==> config.mk <==
export PLATFORM = sky130hd
export DESIGN_NAME = flash_id_host
export DESIGN_NICKNAME = d
export VERILOG_FILES = /design/src/hdl/flash_id_pkg.sv /design/src/hdl/wait_counter.sv /design/src/hdl/flash_id_host.sv
export SDC_FILE = /design/constraint.sdc
export NUM_CORES = 1
export LEC_CHECK = 0
export ABC_CLOCK_PERIOD_IN_PS = 6300
export BUFFER_PORTS_ARGS = -buffer_cell sky130_fd_sc_hd__buf_4
export CORE_UTILIZATION = 30
export CTS_CLUSTER_SIZE = 16
export DETAILED_ROUTE_END_ITERATION = 12
export PLACE_DENSITY = 0.49
export SYNTH_ARGS = -nofsm -noshare
export SYNTH_HDL_FRONTEND = slang
export SYNTH_SLANG_ARGS = --single-unit
==> constraint.sdc <==
create_clock -name mclk -period 6.3 [get_ports mclk]
set_clock_uncertainty 0.15 [all_clocks]
set_input_delay 1.89 -clock mclk [delete_from_list [all_inputs] [get_ports mclk]]
set_output_delay 1.89 -clock mclk [all_outputs]
set_load 0.005 [all_outputs]
==> src/hdl/flash_id_pkg.sv <==
// constants shared by the identification-read host controller
package flash_id_pkg;
   // ------------------------------------------------------------
   // address layout
   // ------------------------------------------------------------
   localparam int ADDR_W        = 23;
   localparam int SECT_W        = 7;
   localparam int SECT_LSB      = 16;
   localparam int HV_PIN_BIT    = 9;
   localparam int SEL_BIT_A6    = 6;
   localparam logic [6:0] LAST_SECTOR = 7'h7F;
   // ------------------------------------------------------------
   // code selectors on A3..A0
   // ------------------------------------------------------------
   localparam logic [3:0] SEL_MAKER   = 4'h0;
   localparam logic [3:0] SEL_DEV1    = 4'h1;
   localparam logic [3:0] SEL_DEV2    = 4'hE;
   localparam logic [3:0] SEL_DEV3    = 4'hF;
   localparam logic [3:0] SEL_PROTECT = 4'h2;
   localparam logic [3:0] SEL_SECURE  = 4'h3;
   // ------------------------------------------------------------
   // request kinds
   // ------------------------------------------------------------
   localparam logic [2:0] OP_MAKER    = 3'h0;
   localparam logic [2:0] OP_DEV1     = 3'h1;
   localparam logic [2:0] OP_DEV2     = 3'h2;
   localparam logic [2:0] OP_DEV3     = 3'h3;
   localparam logic [2:0] OP_PROTECT  = 3'h4;
   localparam logic [2:0] OP_SECURE   = 3'h5;
   localparam logic [2:0] OP_ARRAY    = 3'h6;
   // ------------------------------------------------------------
   // answer decoding
   // ------------------------------------------------------------
   localparam int LOCK_FLAG_BIT    = 7;
   localparam int PROT_FLAG_BIT    = 0;
   localparam logic [7:0] SEC_HIGH_LOCKED = 8'h98;
   localparam logic [7:0] SEC_HIGH_OPEN   = 8'h18;
   localparam logic [7:0] SEC_LOW_LOCKED  = 8'h88;
   localparam logic [7:0] SEC_LOW_OPEN    = 8'h08;
   // ------------------------------------------------------------
   // timing
   // ------------------------------------------------------------
   localparam int CLK_PERIOD_NS = 100;
   localparam int SETUP_NS      = 200;
   localparam int ACCESS_NS     = 110;
   localparam int SETUP_CYC  = (SETUP_NS + CLK_PERIOD_NS - 1) / CLK_PERIOD_NS;
   localparam int ACCESS_CYC = (ACCESS_NS + CLK_PERIOD_NS - 1) / CLK_PERIOD_NS;
endpackage

==> src/hdl/wait_counter.sv <==
// down-counter that flags when a programmed wait has run out
module wait_counter #(
   parameter int WIDTH = 4
) (
   // clock and reset
   input  wire logic             mclk,
   input  wire logic             rst,
   // control
   input  wire logic             load,
   input  wire logic [WIDTH-1:0] count,
   // status
   output logic                  done
);
   timeunit 1ns;
   timeprecision 1ns;
   logic [WIDTH-1:0] cnt_q;

   initial begin
      if (WIDTH < 1) $error("wait_counter needs WIDTH >= 1");
   end

   always_ff @(posedge mclk or posedge rst) begin
      if (rst) begin
         cnt_q <= '0;
      end else if (load) begin
         cnt_q <= count;
      end else if (cnt_q != '0) begin
         cnt_q <= cnt_q - 1'b1;
      end
   end

   // done looks at the count alone, so a caller may build load from it without a loop
   assign done = (cnt_q == '0);
endmodule

==> src/hdl/flash_id_host.sv <==
// host controller that reads identification and protection codes from the flash pins
// Function
// - high-voltage entry: raised A9, chip select and output drive low, write high
// - A6 held low, A3..A0 pick the code, middle bits driven zero
// - protect check: sector on top bits, A1 high, A0 low; bit0 means protected
// - in-system mode: codes reached by command, raised voltage not used; the host writes no command and keeps write high
// - all control and address levels settle before data is sampled
module flash_id_host
   import flash_id_pkg::*;
#(
   parameter int SETUP_CYCLES  = SETUP_CYC,
   parameter int ACCESS_CYCLES = ACCESS_CYC
) (
   // clock and reset
   input  wire logic              mclk,
   input  wire logic              rst,
   // request side
   input  wire logic              reqValid,
   input  wire logic [2:0]        reqOp,
   input  wire logic [SECT_W-1:0] reqSector,
   input  wire logic [15:0]       reqArrayLow,
   input  wire logic              reqInSystem,
   output logic                   reqReady,
   // answer side
   output logic                   ansValid,
   output logic [7:0]             ansCode,
   output logic [7:0]             ansHigh,
   output logic                   ansProtected,
   output logic                   ansFactoryLocked,
   output logic                   ansLowVariant,
   output logic                   ansLastSector,
   // flash pins
   output logic [ADDR_W-1:0]      flashAddr,
   output logic                   idHighVoltage,
   output logic                   chipSelN,
   output logic                   outDriveN,
   output logic                   writeStrobeN,
   input  wire logic [7:0]        dataLowByte,
   input  wire logic [7:0]        dataHighByte
);
   timeunit 1ns;
   timeprecision 1ns;
   initial begin
      if (SETUP_CYCLES < 1 || SETUP_CYCLES > 255) $error("bad SETUP_CYCLES");
      if (ACCESS_CYCLES < 1 || ACCESS_CYCLES > 255) $error("bad ACCESS_CYCLES");
   end

   // ------------------------------------------------------------
   // state
   // ------------------------------------------------------------
   typedef enum logic [3:0] {
      ST_IDLE   = 4'b0001,
      ST_SETUP  = 4'b0010,
      ST_ACCESS = 4'b0100,
      ST_DONE   = 4'b1000
   } state_t;

   state_t state_q;
   logic [2:0] op_q;
   logic [7:0] lowSync1_q, lowSync2_q, highSync1_q, highSync2_q;
   logic       waitLoad;
   logic [7:0] waitCount;
   logic       waitDone;

   // pins pass two flops before use
   always_ff @(posedge mclk or posedge rst) begin
      if (rst) begin
         lowSync1_q  <= 8'h00;
         lowSync2_q  <= 8'h00;
         highSync1_q <= 8'h00;
         highSync2_q <= 8'h00;
      end else begin
         lowSync1_q  <= dataLowByte;
         lowSync2_q  <= lowSync1_q;
         highSync1_q <= dataHighByte;
         highSync2_q <= highSync1_q;
      end
   end

   wait_counter #(.WIDTH(8)) u_wait (
      .mclk  (mclk),
      .rst   (rst),
      .load  (waitLoad),
      .count (waitCount),
      .done  (waitDone)
   );

   // setup covers pin settling; access adds two sync stages
   // answer pulse lands SETUP_CYCLES + ACCESS_CYCLES + 4 edges after the request is taken
   always_comb begin
      waitLoad  = 1'b0;
      waitCount = 8'h00;
      if (state_q == ST_IDLE && reqValid) begin
         waitLoad  = 1'b1;
         waitCount = 8'(SETUP_CYCLES);
      end else if (state_q == ST_SETUP && waitDone) begin
         waitLoad  = 1'b1;
         waitCount = 8'(ACCESS_CYCLES + 2);
      end
   end

   // ------------------------------------------------------------
   // sequencer
   // ------------------------------------------------------------
   always_ff @(posedge mclk or posedge rst) begin
      if (rst) begin
         state_q <= ST_IDLE;
         op_q    <= OP_ARRAY;
      end else begin
         case (state_q)
            ST_IDLE: begin
               if (reqValid) begin
                  state_q <= ST_SETUP;
                  op_q    <= reqOp;
               end
            end
            ST_SETUP:  if (waitDone) state_q <= ST_ACCESS;
            ST_ACCESS: if (waitDone) state_q <= ST_DONE;
            ST_DONE:   state_q <= ST_IDLE;
            default:   state_q <= ST_IDLE;
         endcase
      end
   end

   // ------------------------------------------------------------
   // pin drive: address and high voltage set in setup, read strobes after
   // ------------------------------------------------------------
   function automatic logic [3:0] sel_of(input logic [2:0] op);
      case (op)
         OP_MAKER:   sel_of = SEL_MAKER;
         OP_DEV1:    sel_of = SEL_DEV1;
         OP_DEV2:    sel_of = SEL_DEV2;
         OP_DEV3:    sel_of = SEL_DEV3;
         OP_PROTECT: sel_of = SEL_PROTECT;
         OP_SECURE:  sel_of = SEL_SECURE;
         default:    sel_of = SEL_MAKER;
      endcase
   endfunction

   always_ff @(posedge mclk or posedge rst) begin
      if (rst) begin
         flashAddr     <= '0;
         idHighVoltage <= 1'b0;
      end else if (state_q == ST_IDLE && reqValid) begin
         if (reqOp == OP_ARRAY) begin
            // plain read: sector on top bits, offset below
            flashAddr     <= {reqSector, reqArrayLow};
            idHighVoltage <= 1'b0;
         end else begin
            flashAddr <= '0;
            flashAddr[3:0] <= sel_of(reqOp);
            flashAddr[SEL_BIT_A6] <= 1'b0;
            if (reqOp == OP_PROTECT)
               flashAddr[ADDR_W-1:SECT_LSB] <= reqSector;
            // in-system mode leaves A9 at logic level
            idHighVoltage <= !reqInSystem;
         end
      end else if (state_q == ST_DONE) begin
         idHighVoltage <= 1'b0;
      end
   end

   always_ff @(posedge mclk or posedge rst) begin
      if (rst) begin
         chipSelN     <= 1'b1;
         outDriveN    <= 1'b1;
         writeStrobeN <= 1'b1;
      end else begin
         writeStrobeN <= 1'b1;
         chipSelN     <= !(state_q == ST_SETUP && waitDone) && !(state_q == ST_ACCESS
                         && !waitDone);
         outDriveN    <= !(state_q == ST_SETUP && waitDone) && !(state_q == ST_ACCESS
                         && !waitDone);
      end
   end

   // ------------------------------------------------------------
   // answer capture
   // ------------------------------------------------------------
   always_ff @(posedge mclk or posedge rst) begin
      if (rst) begin
         ansValid         <= 1'b0;
         ansCode          <= 8'h00;
         ansHigh          <= 8'h00;
         ansProtected     <= 1'b0;
         ansFactoryLocked <= 1'b0;
         ansLowVariant    <= 1'b0;
         ansLastSector    <= 1'b0;
      end else begin
         ansValid <= 1'b0;
         if (state_q == ST_ACCESS && waitDone) begin
            ansValid <= 1'b1;
            ansCode  <= lowSync2_q;
            ansHigh  <= highSync2_q;
            ansProtected <= (op_q == OP_PROTECT) && lowSync2_q[PROT_FLAG_BIT];
            ansFactoryLocked <= (op_q == OP_SECURE) && lowSync2_q[LOCK_FLAG_BIT];
            // 88h/08h mean the low-sector variant, 98h/18h the high one
            ansLowVariant <= (op_q == OP_SECURE) && (lowSync2_q == SEC_LOW_LOCKED
                             || lowSync2_q == SEC_LOW_OPEN);
            ansLastSector <= (flashAddr[ADDR_W-1:SECT_LSB] == LAST_SECTOR);
         end
      end
   end

   always_ff @(posedge mclk or posedge rst) begin
      if (rst) begin
         reqReady <= 1'b0;
      end else begin
         reqReady <= (state_q == ST_DONE) || (state_q == ST_IDLE && !reqValid);
      end
   end
endmodule

# After elaboration in Yosys (flattened, before gate mapping)
# Cells that the tools add are included.
# word_totals
mem_count	0
reg_bits	94
inputBits	46
romBits	0
latch_bits	0
ramBits	0
elab_cells	76
# op_classes
n_reduce_logical	22
mul	0
div	0
n_eq_ne	18
bitwise	0
order_cmp	0
add_sub_neg	1
shift	0
mux	17
# ops
cell	n
$mux W23	1
$pmux W4 S5	1
$mux W8	2
$eq A3 B3 Y1 const B	5
$mux W4	3
$pmux W4 S3	1
$logic_and A1 B1 Y1	9
$eq A8 B4 Y1 const B	1
$eq A8 B8 Y1 const B	1
$logic_not A8 Y1	1
$reduce_bool A8 Y1	1
$sub A8 B1 Y8 const B	1
$eq A7 B7 Y1 const B	1
$mux W7	1
$eq A3 B2 Y1 const B	2
$mux W1	6
$mux W3	2
$ne A2 B2 Y1 const B	3
$logic_not A1 Y1	5
$eq A4 B1 Y1 const B	1
$eq A4 B2 Y1 const B	1
$eq A4 B3 Y1 const B	1
$eq A4 B4 Y1 const B	1
$reduce_bool A2 Y1	2
4 further kinds	5

# Longest topological paths before layout
# Gate-level depths: netlist of the first run.
# logic_depth
depth_word	5
depth_mapped	7
ltp_nobuf	6

# Cells and area by module
# Synthesis of the first run repeated with hierarchy kept, for this count alone.
# hier_totals
hier_cells	299
area_unflattened_um2	3626.0
# by_module_without_submodules
mod	n_inst	cells_per_inst	seq_area_each_um2	area_per_inst_um2
flash_id_host	1	243	2157.1	3129.3
wait_counter	1	56	200.2	496.7

# Worst setup path before layout of the first run
# Ideal clock, no wire load.
# synth_path
kind	input-to-reg
from	in reqOp[0]
to	reg flashAddr[2]
setup_slack_ps	3099
stages	4
t_arrival_ps	2926
cell_sequence	and3b_1 clkbuf_1 mux2_2 mux2_2
# synth_via
elab_chain_len	3
word_cells_on_any_way	8
# synth_rtl
element	line_no	source
from (decl)	flash_id_host.sv:19	input wire logic [2:0] reqOp,
$eq A3 B3 Y1 (tied with other cells)	flash_id_host.sv:129	case (op)
$pmux W4 S5	flash_id_host.sv:129	
$mux W23 (*)	flash_id_host.sv:145	if (reqOp == OP_ARRAY) begin
to (signal assigned)	flash_id_host.sv:147	flashAddr <= {reqSector, reqArrayLow};
to (signal assigned)	flash_id_host.sv:151	flashAddr[3:0] <= sel_of(reqOp);
to (signal, indexed assignment)	flash_id_host.sv:154	flashAddr[ADDR_W-1:SECT_LSB] <= reqSector;
to (decl)	flash_id_host.sv:33	output logic [ADDR_W-1:0] flashAddr,
# Every way passes the cells marked *; elsewhere a longest branch is shown, timed or not.
# A chain may end at the register's enable or synchronous reset.

# Worst setup path in the final report of the first run
# layout_path
from	in reqValid
to	reg flashAddr[10]
# layout_via
elab_chain_len	1
# layout_rtl
element	line_no	source
from (decl)	flash_id_host.sv:18	input wire logic reqValid,
$logic_and A1 B1 Y1	flash_id_host.sv:144	end else if (state_q == ST_IDLE && reqValid) begin
# No other way between the ends.

==> flow_summary_export.csv, run 1 <==
group,metric,value,unit
cells_and_area,fillers,1149,
clock_tree,clock_path_buffers,2,
yosys,synth_area,3665,µm²
worst_setup_path,reg2reg_slack,3.79,ns
floorplanning,die_x,112.5,µm
cells_and_area,mostFrequentLayoutCell,"buf_4",
worst_setup_path,start_kind,"primary input",
yosys,synth_xor_area_share,0.4780,%
detailed_routing,drtIter0Drc,99,
clock_tree,hold_buffers,0,
pwr,p_leak,2.299,nW
clock_tree,cts.sinks,94,
global_route,grt_pass1_wl,12480,µm
hold_path,holdPathEnd,"highSync2_q[5]$_DFF_PP0_",
global_route,grt_max_degree,52,
pwr,irDropWorstVdd,161.5,µV
pwr,p_total,1.217,mW
yosys,synthMuxAreaShare,14.34,%
yosys,ys.warnings.count,0,
detailed_routing,routed_wl,7311,µm
worst_setup_path,crit_path_end_kind,"flip-flop",
cells_and_area,diodes,0,
yosys,ys_seq_area_share,64.32,%
floorplanning,fp.dieH,112.5,µm
clock_tree,numCtsBuffers,9,
floorplanning,io_pins,95,
clock_tree,cts_tree,"yes",
timing,grt_setup_unrepaired,"false",
cells_and_area,drive_above_1_share,35.66,%
clock_tree,root_buffer,"clkbuf_16",
clock_tree,cts_resized,0,
cells_and_area,area_growth,30.93,%
yosys,synth.avg_cell_area,13.38,µm²
global_route,grt_pass1_vias,2478,
detailed_routing,first_pass_iters,4,
timing,worst_pin_slew,1.160,ns
cells_and_area,mostFrequentLayoutCells,"95 x buf_4, 90 x dfrtp_1, 27 x inv_1",
worst_setup_path,cp_max_fo,21,
global_route,overflow,0,
worst_setup_path,r2r_start,"state_q[0]$_DFFE_PP1P_",
yosys,synthAdderAreaFrac,1.297,%
floorplanning,start_util,30.64,%
timing,tns,0,ns
yosys,synth_top_family_by_area,"multiplexers",
global_route,antenna_found_initial,0,
worst_setup_path,crit_type,"primary input to flip-flop",
yosys,postSynthCellCount,274,
yosys,synthArstFlopShare,100.0,%
worst_setup_path,crit_arrival,3.64,ns
floorplanning,fp.dieArea,12660,µm²
yosys,synth-seq-cells,94,
timing,relSlewSlack,22.12,%
cells_and_area,final_util,40.12,%
worst_setup_path,required,6.40,ns
detailed_routing,routed-via-count,2336,
timing,max_freq,282.4,MHz
yosys,synthSimpleGateAreaFrac,9.833,%
cells_and_area,nets,417,
yosys,synth-compound-area-share,4.609,%
yosys,syn_nets,323,
pwr,power_density,253.6,nW/µm²
floorplanning,rows,40,
yosys,ys_types,50,
hold_path,hold_path_depth,0,
yosys,synth_edf_count,0,
worst_setup_path,reg2reg_to,"flashAddr[10]$_DFFE_PP0P_",
hold_path,hold_start,"highSync1_q[5]$_DFF_PP0_",
detailed_routing,drc,0,
timing,slew_violations,0,
placement,io_buffers,93,
hold_path,hold_class,"flip-flop to flip-flop",
status,status,"finished clean",
placement,dpl.hpwl,5050,µm
timing,hold_violations,0,
timing,min_period,3.541,ns
cells_and_area,multiInputGateArea,1124,µm²
detailed_routing,viasPerCell,4.492,
yosys,synth_top_flop_cell,"dfrtp_1",
global_route,grt_usage,12.75,%
clock_tree,cts_htree_levels,3,
cells_and_area,regArea,2357,µm²
run,max-cap-violations,0,
clock_tree,insertion_delay,0.33,ns
clock_tree,postCtsSetupBuffers,0,
detailed_routing,ant_nets,0,
timing,finalSetupViolations,0,
worst_setup_path,reg2reg_depth,4,
placement,gp_congestion,0.7160,
floorplanning,core,11960,µm²
clock_tree,clkSlewWorstSetupHoldPaths,0.07,ns
detailed_routing,wl_per_cell,14.06,µm
timing,post-route-period-util,56.21,%
[cells by family (layout without fill, tap and decap cells)]
group | count (synthesis) | in the layout
and+or+nand+nor | 58 | 58
buffers and inverters | 41 | 140
adders and majority gates | 4 | 4
DFF | 94 | 94
other | 1 | 1
muxes | 49 | 49
AOI/OAI and AO/OA | 25 | 25
xor gates and xnor gates | 2 | 2
[flip-flops by register name, indices dropped and copies added, names as in the netlist]
register and count:
ansLowVariant 1, ansCode 8, reqReady 1, idHighVoltage 1, highSync1_q 8, ansHigh 8
state_q 4, ansLastSector 1, u_wait.cnt_q 8, op_q 3, highSync2_q 8, outDriveN 1
flashAddr 23, lowSync1_q 8, ansValid 1, ansProtected 1, ansFactoryLocked 1, lowSync2_q 8
[per-layer routing]
metal  share of wire (%)  vias up  wire (µm)  track usage (%)
met5                   0        -          0                0
met4                0.93        0         68            4.800
met3                 6.3        6        460            4.698
met2                  47       46       3465            19.09
met1                  45     1167       3317            16.85
li1                    -     1117          -                -
[area by class of cell]
class / count / share of cell area [%]
multi-input cells: 139 / 23.42
inverters: 29 / 2.321
clock inverters: 4 / 1.095
repair buffers: 95 / 14.86
flip-flops and latches: 94 / 49.13
clock buffers: 12 / 5.346
well taps: 147 / 3.833
[report_power, final]
group / switching [mW] / internal [mW]
registers: 0.00341 / 0.614
clock network: 0.224 / 0.332
logic: 0.0219 / 0.0222
[worst max-delay path by stage]
stage                     slack [ns]      from                   endpoint  cells after the start
after floorplan                 1.82       rst     ansCode[0]$_DFFE_PP0P_                      1
after global placement          2.42  reqValid   flashAddr[8]$_DFFE_PP0P_                      5
after detailed placement        2.38  reqValid  flashAddr[10]$_DFFE_PP0P_                      5
after CTS                       2.73  reqValid  flashAddr[10]$_DFFE_PP0P_                      5
after global routing            2.55  reqValid  flashAddr[12]$_DFFE_PP0P_                      5
final                           2.76  reqValid  flashAddr[10]$_DFFE_PP0P_                      5
[cell usage after synthesis (all sizes together), types with 2 or more instances]
library cell	instances	area [µm²]
nand2	22	82.58
clkbuf	3	11.26
buf	9	63.80
or3	3	18.77
ha	3	37.54
nor4b	2	17.52
mux2i	21	210.2
dfrtp	90	2252
o31ai	2	15.01
nor2	5	18.77
inv	29	108.9
o21bai	2	15.01
mux2	28	315.3
nand2b	4	25.02
nor4	4	46.29
o21ai	4	20.02
or4	3	30.03
and3b	2	17.52
nand4	3	18.77
nor3b	3	27.52
xnor2	2	17.52
dfstp	4	105.1
a211o	2	17.52
a21oi	8	43.79
[per-stage QoR]
step / area, µm² / std cells / setup WS [ns] / hold slack, ns
final: 4798 / 520 / 2.759 / 0.1985
after global routing: 4798 / 520 / 2.552 / 0.2034
after floorplan: 3665 / 274 / 1.818 / 0.1812
after detailed placement: 4489 / 504 / 2.382 / 0.1847
after CTS: 4798 / 520 / 2.734 / 0.1993
after global placement: 4489 / 504 / 2.416 / 0.1821
[worst max-delay path: stages]
cell,delay [ns]
buf_4,0.09
nand2_1,0.07
nor4_4,0.88
buf_4,0.46
mux2i_1,0.23
Note: power is estimated with default switching activity, not from simulation.
==> run 2: changes to the inputs <==
--- a/config.mk
+++ b/config.mk
@@ -5,12 +5,13 @@
 export SDC_FILE = /design/constraint.sdc
 export NUM_CORES = 1
 export LEC_CHECK = 0
-export ABC_CLOCK_PERIOD_IN_PS = 6300
+export ABC_AREA = 1
+export ABC_CLOCK_PERIOD_IN_PS = 3250
 export BUFFER_PORTS_ARGS = -buffer_cell sky130_fd_sc_hd__buf_4
 export CORE_UTILIZATION = 30
 export CTS_CLUSTER_SIZE = 16
 export DETAILED_ROUTE_END_ITERATION = 12
-export PLACE_DENSITY = 0.49
+export PLACE_DENSITY = 0.51
 export SYNTH_ARGS = -nofsm -noshare
 export SYNTH_HDL_FRONTEND = slang
 export SYNTH_SLANG_ARGS = --single-unit
==> constraint.sdc (replaced) <==
create_clock -name mclk -period 3.25 [get_ports mclk]
set_clock_uncertainty 0.15 [all_clocks]
set_input_delay 0.975 -clock mclk [delete_from_list [all_inputs] [get_ports mclk]]
set_output_delay 0.975 -clock mclk [all_outputs]
set_load 0.005 [all_outputs]
==> flow_summary_export.csv, run 2 <==
group,metric,value,unit
placement,io_buffers,93,
clock_tree,insertion_delay,0.34,ns
yosys,synth_xor_area_share,0.4909,%
placement,gp_congestion,0.7235,
cells_and_area,largest_reg_flops,23,
pwr,power.share.switching,30.46,%
cells_and_area,fillers,1153,
pwr,irDropWorstVdd,258.8,µV
timing,grt_setup_unrepaired,"false",
clock_tree,clock_path_buffers,2,
floorplanning,start_util,30.99,%
clock_tree,numCtsBuffers,9,
pwr,p_sw,0.9979,mW
timing,min_period,2.077,ns
detailed_routing,routed-via-count,2582,
yosys,synthSimpleGateAreaFrac,23.00,%
yosys,synth_area,3568,µm²
yosys,yosysTopAreaCell,"dfrtp_1",
clock_tree,hold_buffers,0,
yosys,synth.area.top_cells,"dfrtp_1 63%, nand2_1 14%, dfstp_2 2.9%",
cells_and_area,mostFrequentLayoutCell,"nand2_1",
worst_setup_path,crit_type,"flip-flop to output port",
worst_setup_path,path_buf_inv,1,
cells_and_area,regArea,2357,µm²
worst_setup_path,required,2.12,ns
yosys,synth_top_flop_cell,"dfrtp_1",
clock_tree,postCtsSetupBuffers,0,
yosys,synth.most_common_cell,"nand2_1",
clock_tree,cts_resized,0,
hold_path,hold_path_depth,0,
run,max-cap-violations,0,
worst_setup_path,cp_slowest_stage_delay,0.53,ns
clock_tree,clkSlewWorstSetupHoldPaths,0.07,ns
cells_and_area,area_growth,31.73,%
detailed_routing,drtIter0Drc,153,
global_route,grt_pass1_wl,12360,µm
worst_setup_path,path_depth,1,
yosys,ys.warnings.count,0,
worst_setup_path,reg2reg_slack,1.25,ns
hold_path,hold_class,"flip-flop to flip-flop",
worst_setup_path,cp_max_fo,2,
worst_setup_path,crit_path_end_kind,"output port",
clock_tree,cts_tree,"yes",
pwr,p_leak,2.449,nW
detailed_routing,first_pass_iters,8,
worst_setup_path,r2r_start,"u_wait.cnt_q[0]$_DFFE_PP0P_",
yosys,yosysTopAreaCellShare,63.11,%
yosys,postSynthCellCount,361,
floorplanning,fp.dieArea,12340,µm²
detailed_routing,wl_per_cell,12.14,µm
timing,finalWorstSetupSlack,1.173,ns
cells_and_area,multiInputGateArea,1045,µm²
pwr,power_density,697.0,nW/µm²
worst_setup_path,slowest_stage,"dfstp_2",
floorplanning,core,11520,µm²
floorplanning,die_x,111.1,µm
cells_and_area,nets,505,
detailed_routing,ant_nets,0,
worst_setup_path,crit_arrival,0.95,ns
detailed_routing,routed_wl,7331,µm
cells_and_area,mostFrequentLayoutCells,"137 x nand2_1, 94 x buf_4, 90 x dfrtp_1",
cells_and_area,drive_above_1_share,27.98,%
yosys,synth.avg_cell_area,9.885,µm²
global_route,overflow,0,
pwr,pwr-share-comb,22.6,%
pwr,seqPwrFrac,46.3,%
timing,max_freq,481.4,MHz
global_route,antenna_found_initial,0,
global_route,grt_usage,12.75,%
yosys,synthArstFlopShare,100.0,%
yosys,ys_seq_area_share,66.06,%
clock_tree,cts_htree_levels,3,
detailed_routing,drc,10,
worst_setup_path,crit_path_end,"outDriveN",
worst_setup_path,startpoint,"outDriveN$_DFF_PP1_",
worst_setup_path,path_cells,"buf_4",
clock_tree,cts.sinks,94,
timing,worst_pin_slew,0.6285,ns
floorplanning,io_pins,95,
cells_and_area,top_register,"flashAddr",
cells_and_area,diodes,0,
worst_setup_path,start_kind,"flip-flop",
detailed_routing,viasPerCell,4.275,
pwr,p_int,2.279,mW
yosys,synth-compound-area-share,4.628,%
global_route,grt_max_degree,62,
timing,finalSetupViolations,0,
yosys,synthMuxAreaShare,0,%
worst_setup_path,reg2reg_depth,8,
timing,tns,0,ns
floorplanning,fp.dieH,111.1,µm
status,status,"finished, violations left",
global_route,grt_pass1_vias,2635,
yosys,syn_nets,410,
worst_setup_path,cp_top_family,"flip-flops",
yosys,synth-seq-cells,94,
timing,slew_violations,0,
placement,pre_cts_slack,0.9753,ns
yosys,synth_top_family_by_area,"simple AND/OR/NAND/NOR gates",
status,failed_checks,"DRC",
yosys,synthTopCellsByCount,"137 x nand2_1, 90 x dfrtp_1, 27 x nor2_1",
floorplanning,rows,39,
yosys,synthAdderAreaFrac,1.052,%
yosys,ys_types,26,
clock_tree,root_buffer,"clkbuf_16",
yosys,synth_edf_count,0,
timing,relSlewSlack,58.02,%
timing,hold_violations,0,
worst_setup_path,reg2reg_to,"ansCode[0]$_DFFE_PP0P_",
placement,dpl.hpwl,5032,µm
timing,post-route-period-util,63.91,%
pwr,clkPwrFrac,31.1,%
## run 2: cell count changes in the layout (fill, tap and decap cells not counted), moves of 3 or more
cell      delta
nor2_1      +22
mux2_2       -9
a21oi_1      -6
o21ai_0     +15
o21ai_1     +13
nand2b_1     -4
nor2_4       +4
inv_1        -5
mux2i_1     -21
nand2_1    +115
or3_1        -3
nand3_1     +14
mux2_1      -19
## run 2: cells by family after synthesis
group	count (synthesis)
AND/OR/NAND/NOR	192
flip-flops	94
buffers and inverters	36
AO/OA/AOI/OAI	33
adder cells (fa/ha/maj)	3
XOR/XNOR	2
other	1
## run 2: layout make-up
cell class                      instances  area share [%]
Clock buffer                           11           5.377
Clock inverter                          5          0.8784
Inverter                               25           2.129
Multi-Input combinational cell        231           22.23
Sequential cell                        94           50.15
Tap cell                              143           3.806
Timing Repair Buffer                   95           15.44
## run 2: worst min-delay path by stage
stage,end,start
2_1_floorplan,highSync2_q[0]$_DFF_PP0_,highSync1_q[0]$_DFF_PP0_
3_3_place_gp,highSync2_q[7]$_DFF_PP0_,highSync1_q[7]$_DFF_PP0_
3_5_place_dp,highSync2_q[4]$_DFF_PP0_,highSync1_q[4]$_DFF_PP0_
4_1_cts,lowSync2_q[1]$_DFF_PP0_,lowSync1_q[1]$_DFF_PP0_
5_1_grt,highSync2_q[5]$_DFF_PP0_,highSync1_q[5]$_DFF_PP0_
6_report,lowSync2_q[1]$_DFF_PP0_,lowSync1_q[1]$_DFF_PP0_
## run 2: power groups by stage
stage,Sequential (mW),Clock [mW],Combinational [mW]
floorplan,1.52,0,0.455
CTS,1.52,1.05,0.759
global route,1.54,1.10,0.861
detailed placement,1.54,0,0.755
global placement,1.53,0,0.739
finish,1.52,1.02,0.740
## run 2: per-stage QoR
stage | hold WS [ns] | instance area (µm²) | util [%] | power (mW) | cells
finish | 0.1983 | 4701 | 40.82 | 3.276 | 604
global placement | 0.1826 | 4407 | 38.27 | 2.272 | 588
detailed placement | 0.1847 | 4407 | 38.27 | 2.290 | 588
CTS | 0.1982 | 4701 | 40.82 | 3.327 | 604
global route | 0.2118 | 4701 | 40.82 | 3.496 | 604
floorplan | 0.1812 | 3572 | - | 1.972 | 361
## run 2: routing by layer
metal  GRT usage [%]  vias up  share of wire (%)
met2           21.05       55                 48
met1           15.89     1212                 46
met5               0        -                  0
li1                -     1307                  -
met4           4.865        0                1.4
met3           3.554        8                4.6
==> run 3: changes to the inputs <==
--- a/config.mk
+++ b/config.mk
@@ -6,12 +6,12 @@
 export NUM_CORES = 1
 export LEC_CHECK = 0
 export ABC_AREA = 1
-export ABC_CLOCK_PERIOD_IN_PS = 3250
+export ABC_CLOCK_PERIOD_IN_PS = 2200
 export BUFFER_PORTS_ARGS = -buffer_cell sky130_fd_sc_hd__buf_4
 export CORE_UTILIZATION = 30
 export CTS_CLUSTER_SIZE = 16
 export DETAILED_ROUTE_END_ITERATION = 12
-export PLACE_DENSITY = 0.51
+export PLACE_DENSITY = 0.49
 export SYNTH_ARGS = -nofsm -noshare
 export SYNTH_HDL_FRONTEND = slang
 export SYNTH_SLANG_ARGS = --single-unit
==> constraint.sdc (replaced) <==
create_clock -name mclk -period 2.2 [get_ports mclk]
set_clock_uncertainty 0.15 [all_clocks]
set_input_delay 0.66 -clock mclk [delete_from_list [all_inputs] [get_ports mclk]]
set_output_delay 0.66 -clock mclk [all_outputs]
set_load 0.005 [all_outputs]
==> flow_summary_export.csv, run 3 (synthesized netlist as in run 2, its figures left out) <==
group,metric,value,unit
timing,hold_violations,0,
placement,gp_congestion,0.7430,
cells_and_area,nets,506,
timing,min_period,1.965,ns
clock_tree,cts_htree_levels,3,
clock_tree,root_buffer,"clkbuf_16",
timing,slew_violations,0,
pwr,irDropWorstVdd,428.9,µV
timing,finalSetupViolations,0,
detailed_routing,ant_nets,0,
floorplanning,io_pins,95,
global_route,antenna_found_initial,0,
detailed_routing,first_pass_iters,8,
worst_setup_path,reg2reg_slack,0.24,ns
hold_path,hold_path_depth,0,
timing,finalWorstSetupSlack,0.2352,ns
placement,pre_cts_slack,0.2114,ns
detailed_routing,drc,10,
placement,io_buffers,93,
floorplanning,fp.dieH,111.1,µm
cells_and_area,top_register,"flashAddr",
worst_setup_path,start_kind,"flip-flop",
timing,worst_pin_slew,0.5093,ns
cells_and_area,area_growth,32.05,%
worst_setup_path,crit_type,"flip-flop to flip-flop",
run,max-cap-violations,0,
cells_and_area,largest_reg_flops,23,
worst_setup_path,crit_arrival,2.10,ns
timing,tns,0,ns
worst_setup_path,cp_max_fo,26,
timing,max_freq,509.0,MHz
clock_tree,clkSlewWorstSetupHoldPaths,0.07,ns
cells_and_area,design_area,4712,µm²
detailed_routing,routed_wl,7609,µm
cells_and_area,mostFrequentLayoutCell,"nand2_1",
placement,postPlaceCellArea,4414,µm²
global_route,grt_max_degree,95,
floorplanning,die_x,111.1,µm
clock_tree,hold_buffers,0,
worst_setup_path,reg2reg_to,"ansCode[0]$_DFFE_PP0P_",
timing,post-route-period-util,89.31,%
cells_and_area,final_util,40.92,%
status,status,"finished, violations left",
clock_tree,cts.sinks,94,
placement,dpl.hpwl,5151,µm
floorplanning,fp.dieArea,12340,µm²
clock_tree,postCtsSetupBuffers,0,
floorplanning,rows,39,
floorplanning,core,11520,µm²
global_route,overflow,0,
clock_tree,clock_path_buffers,2,
worst_setup_path,required,2.33,ns
detailed_routing,drtIter0Drc,154,
timing,relSlewSlack,65.98,%
hold_path,holdPathEnd,"lowSync2_q[5]$_DFF_PP0_",
clock_tree,cts_tree,"yes",
pwr,p_leak,2.452,nW
worst_setup_path,crit_path_end_kind,"flip-flop",
clock_tree,cts_resized,0,
status,failed_checks,"DRC",
global_route,grt_pass1_vias,2590,
pwr,power_density,1037,nW/µm²
cells_and_area,drive_above_1_share,28.14,%
detailed_routing,viasPerCell,4.289,
cells_and_area,mostFrequentLayoutCells,"137 x nand2_1, 95 x buf_4, 90 x dfrtp_1",
clock_tree,numCtsBuffers,9,
timing,grt_setup_unrepaired,"false",
cells_and_area,diodes,0,
pwr,p_total,4.885,mW
detailed_routing,wl_per_cell,12.58,µm
hold_path,hold_class,"flip-flop to flip-flop",
detailed_routing,routed-via-count,2595,
floorplanning,start_util,30.99,%
worst_setup_path,reg2reg_depth,8,
hold_path,hold_start,"lowSync1_q[5]$_DFF_PP0_",
worst_setup_path,r2r_start,"u_wait.cnt_q[0]$_DFFE_PP0P_",
clock_tree,insertion_delay,0.34,ns
global_route,grt_pass1_wl,12970,µm
global_route,grt_usage,13.50,%
-- run 3: metal layers --
layer	track usage (%)	part of all wire (%)
met1	18.13	45
met2	20.96	48
met3	3.499	4.7
met4	5.135	1.4
met5	0	0
-- run 3: power by group --
part	total (mW)	internal, mW	switching, mW
Sequential	2.24	2.03	0.209
Clock	1.52	0.802	0.720
Combinational	1.12	0.505	0.615
-- run 3: worst max-delay path by stage --
stage / to / slack [ns] / from
2_1_floorplan: ansCode[0]$_DFFE_PP0P_ / 0.29 / rst
4_1_cts: ansCode[0]$_DFFE_PP0P_ / 0.21 / u_wait.cnt_q[0]$_DFFE_PP0P_
5_1_grt: ansCode[0]$_DFFE_PP0P_ / 0.03 / u_wait.cnt_q[0]$_DFFE_PP0P_
6_report: ansCode[0]$_DFFE_PP0P_ / 0.24 / u_wait.cnt_q[0]$_DFFE_PP0P_
3_5_place_dp: ansHigh[6]$_DFFE_PP0P_ / 0.21 / u_wait.cnt_q[0]$_DFFE_PP0P_
3_3_place_gp: flashAddr[16]$_DFFE_PP0P_ / 0.24 / reqValid
-- run 3: through the flow --
step | std cells | hold WS [ns]
6_report | 605 | 0.1998
4_1_cts | 605 | 0.2001
3_5_place_dp | 589 | 0.1847
2_1_floorplan | 361 | 0.1812
3_3_place_gp | 589 | 0.1822
5_1_grt | 605 | 0.2075
-- run 3: area by class of cell --
class | count | area (µm²)
clock buffers | 9 | 225.2
multi-input cells | 231 | 1045
well taps | 143 | 178.9
repair buffers | 96 | 733.2
inverters | 25 | 100.1
fillers | 1179 | 6804
clock inverters | 7 | 72.57
flip-flops and latches | 94 | 2357
-- run 3: critical path, stage by stage (launching register included) --
cell and delay (ns):
dfrtp_1 0.38, inv_1 0.17, ha_1 0.18, nand2_1 0.08, nor2_4 0.29, nand2_4 0.27, inv_4 0.24, nand2_1 0.09
nand2_1 0.06
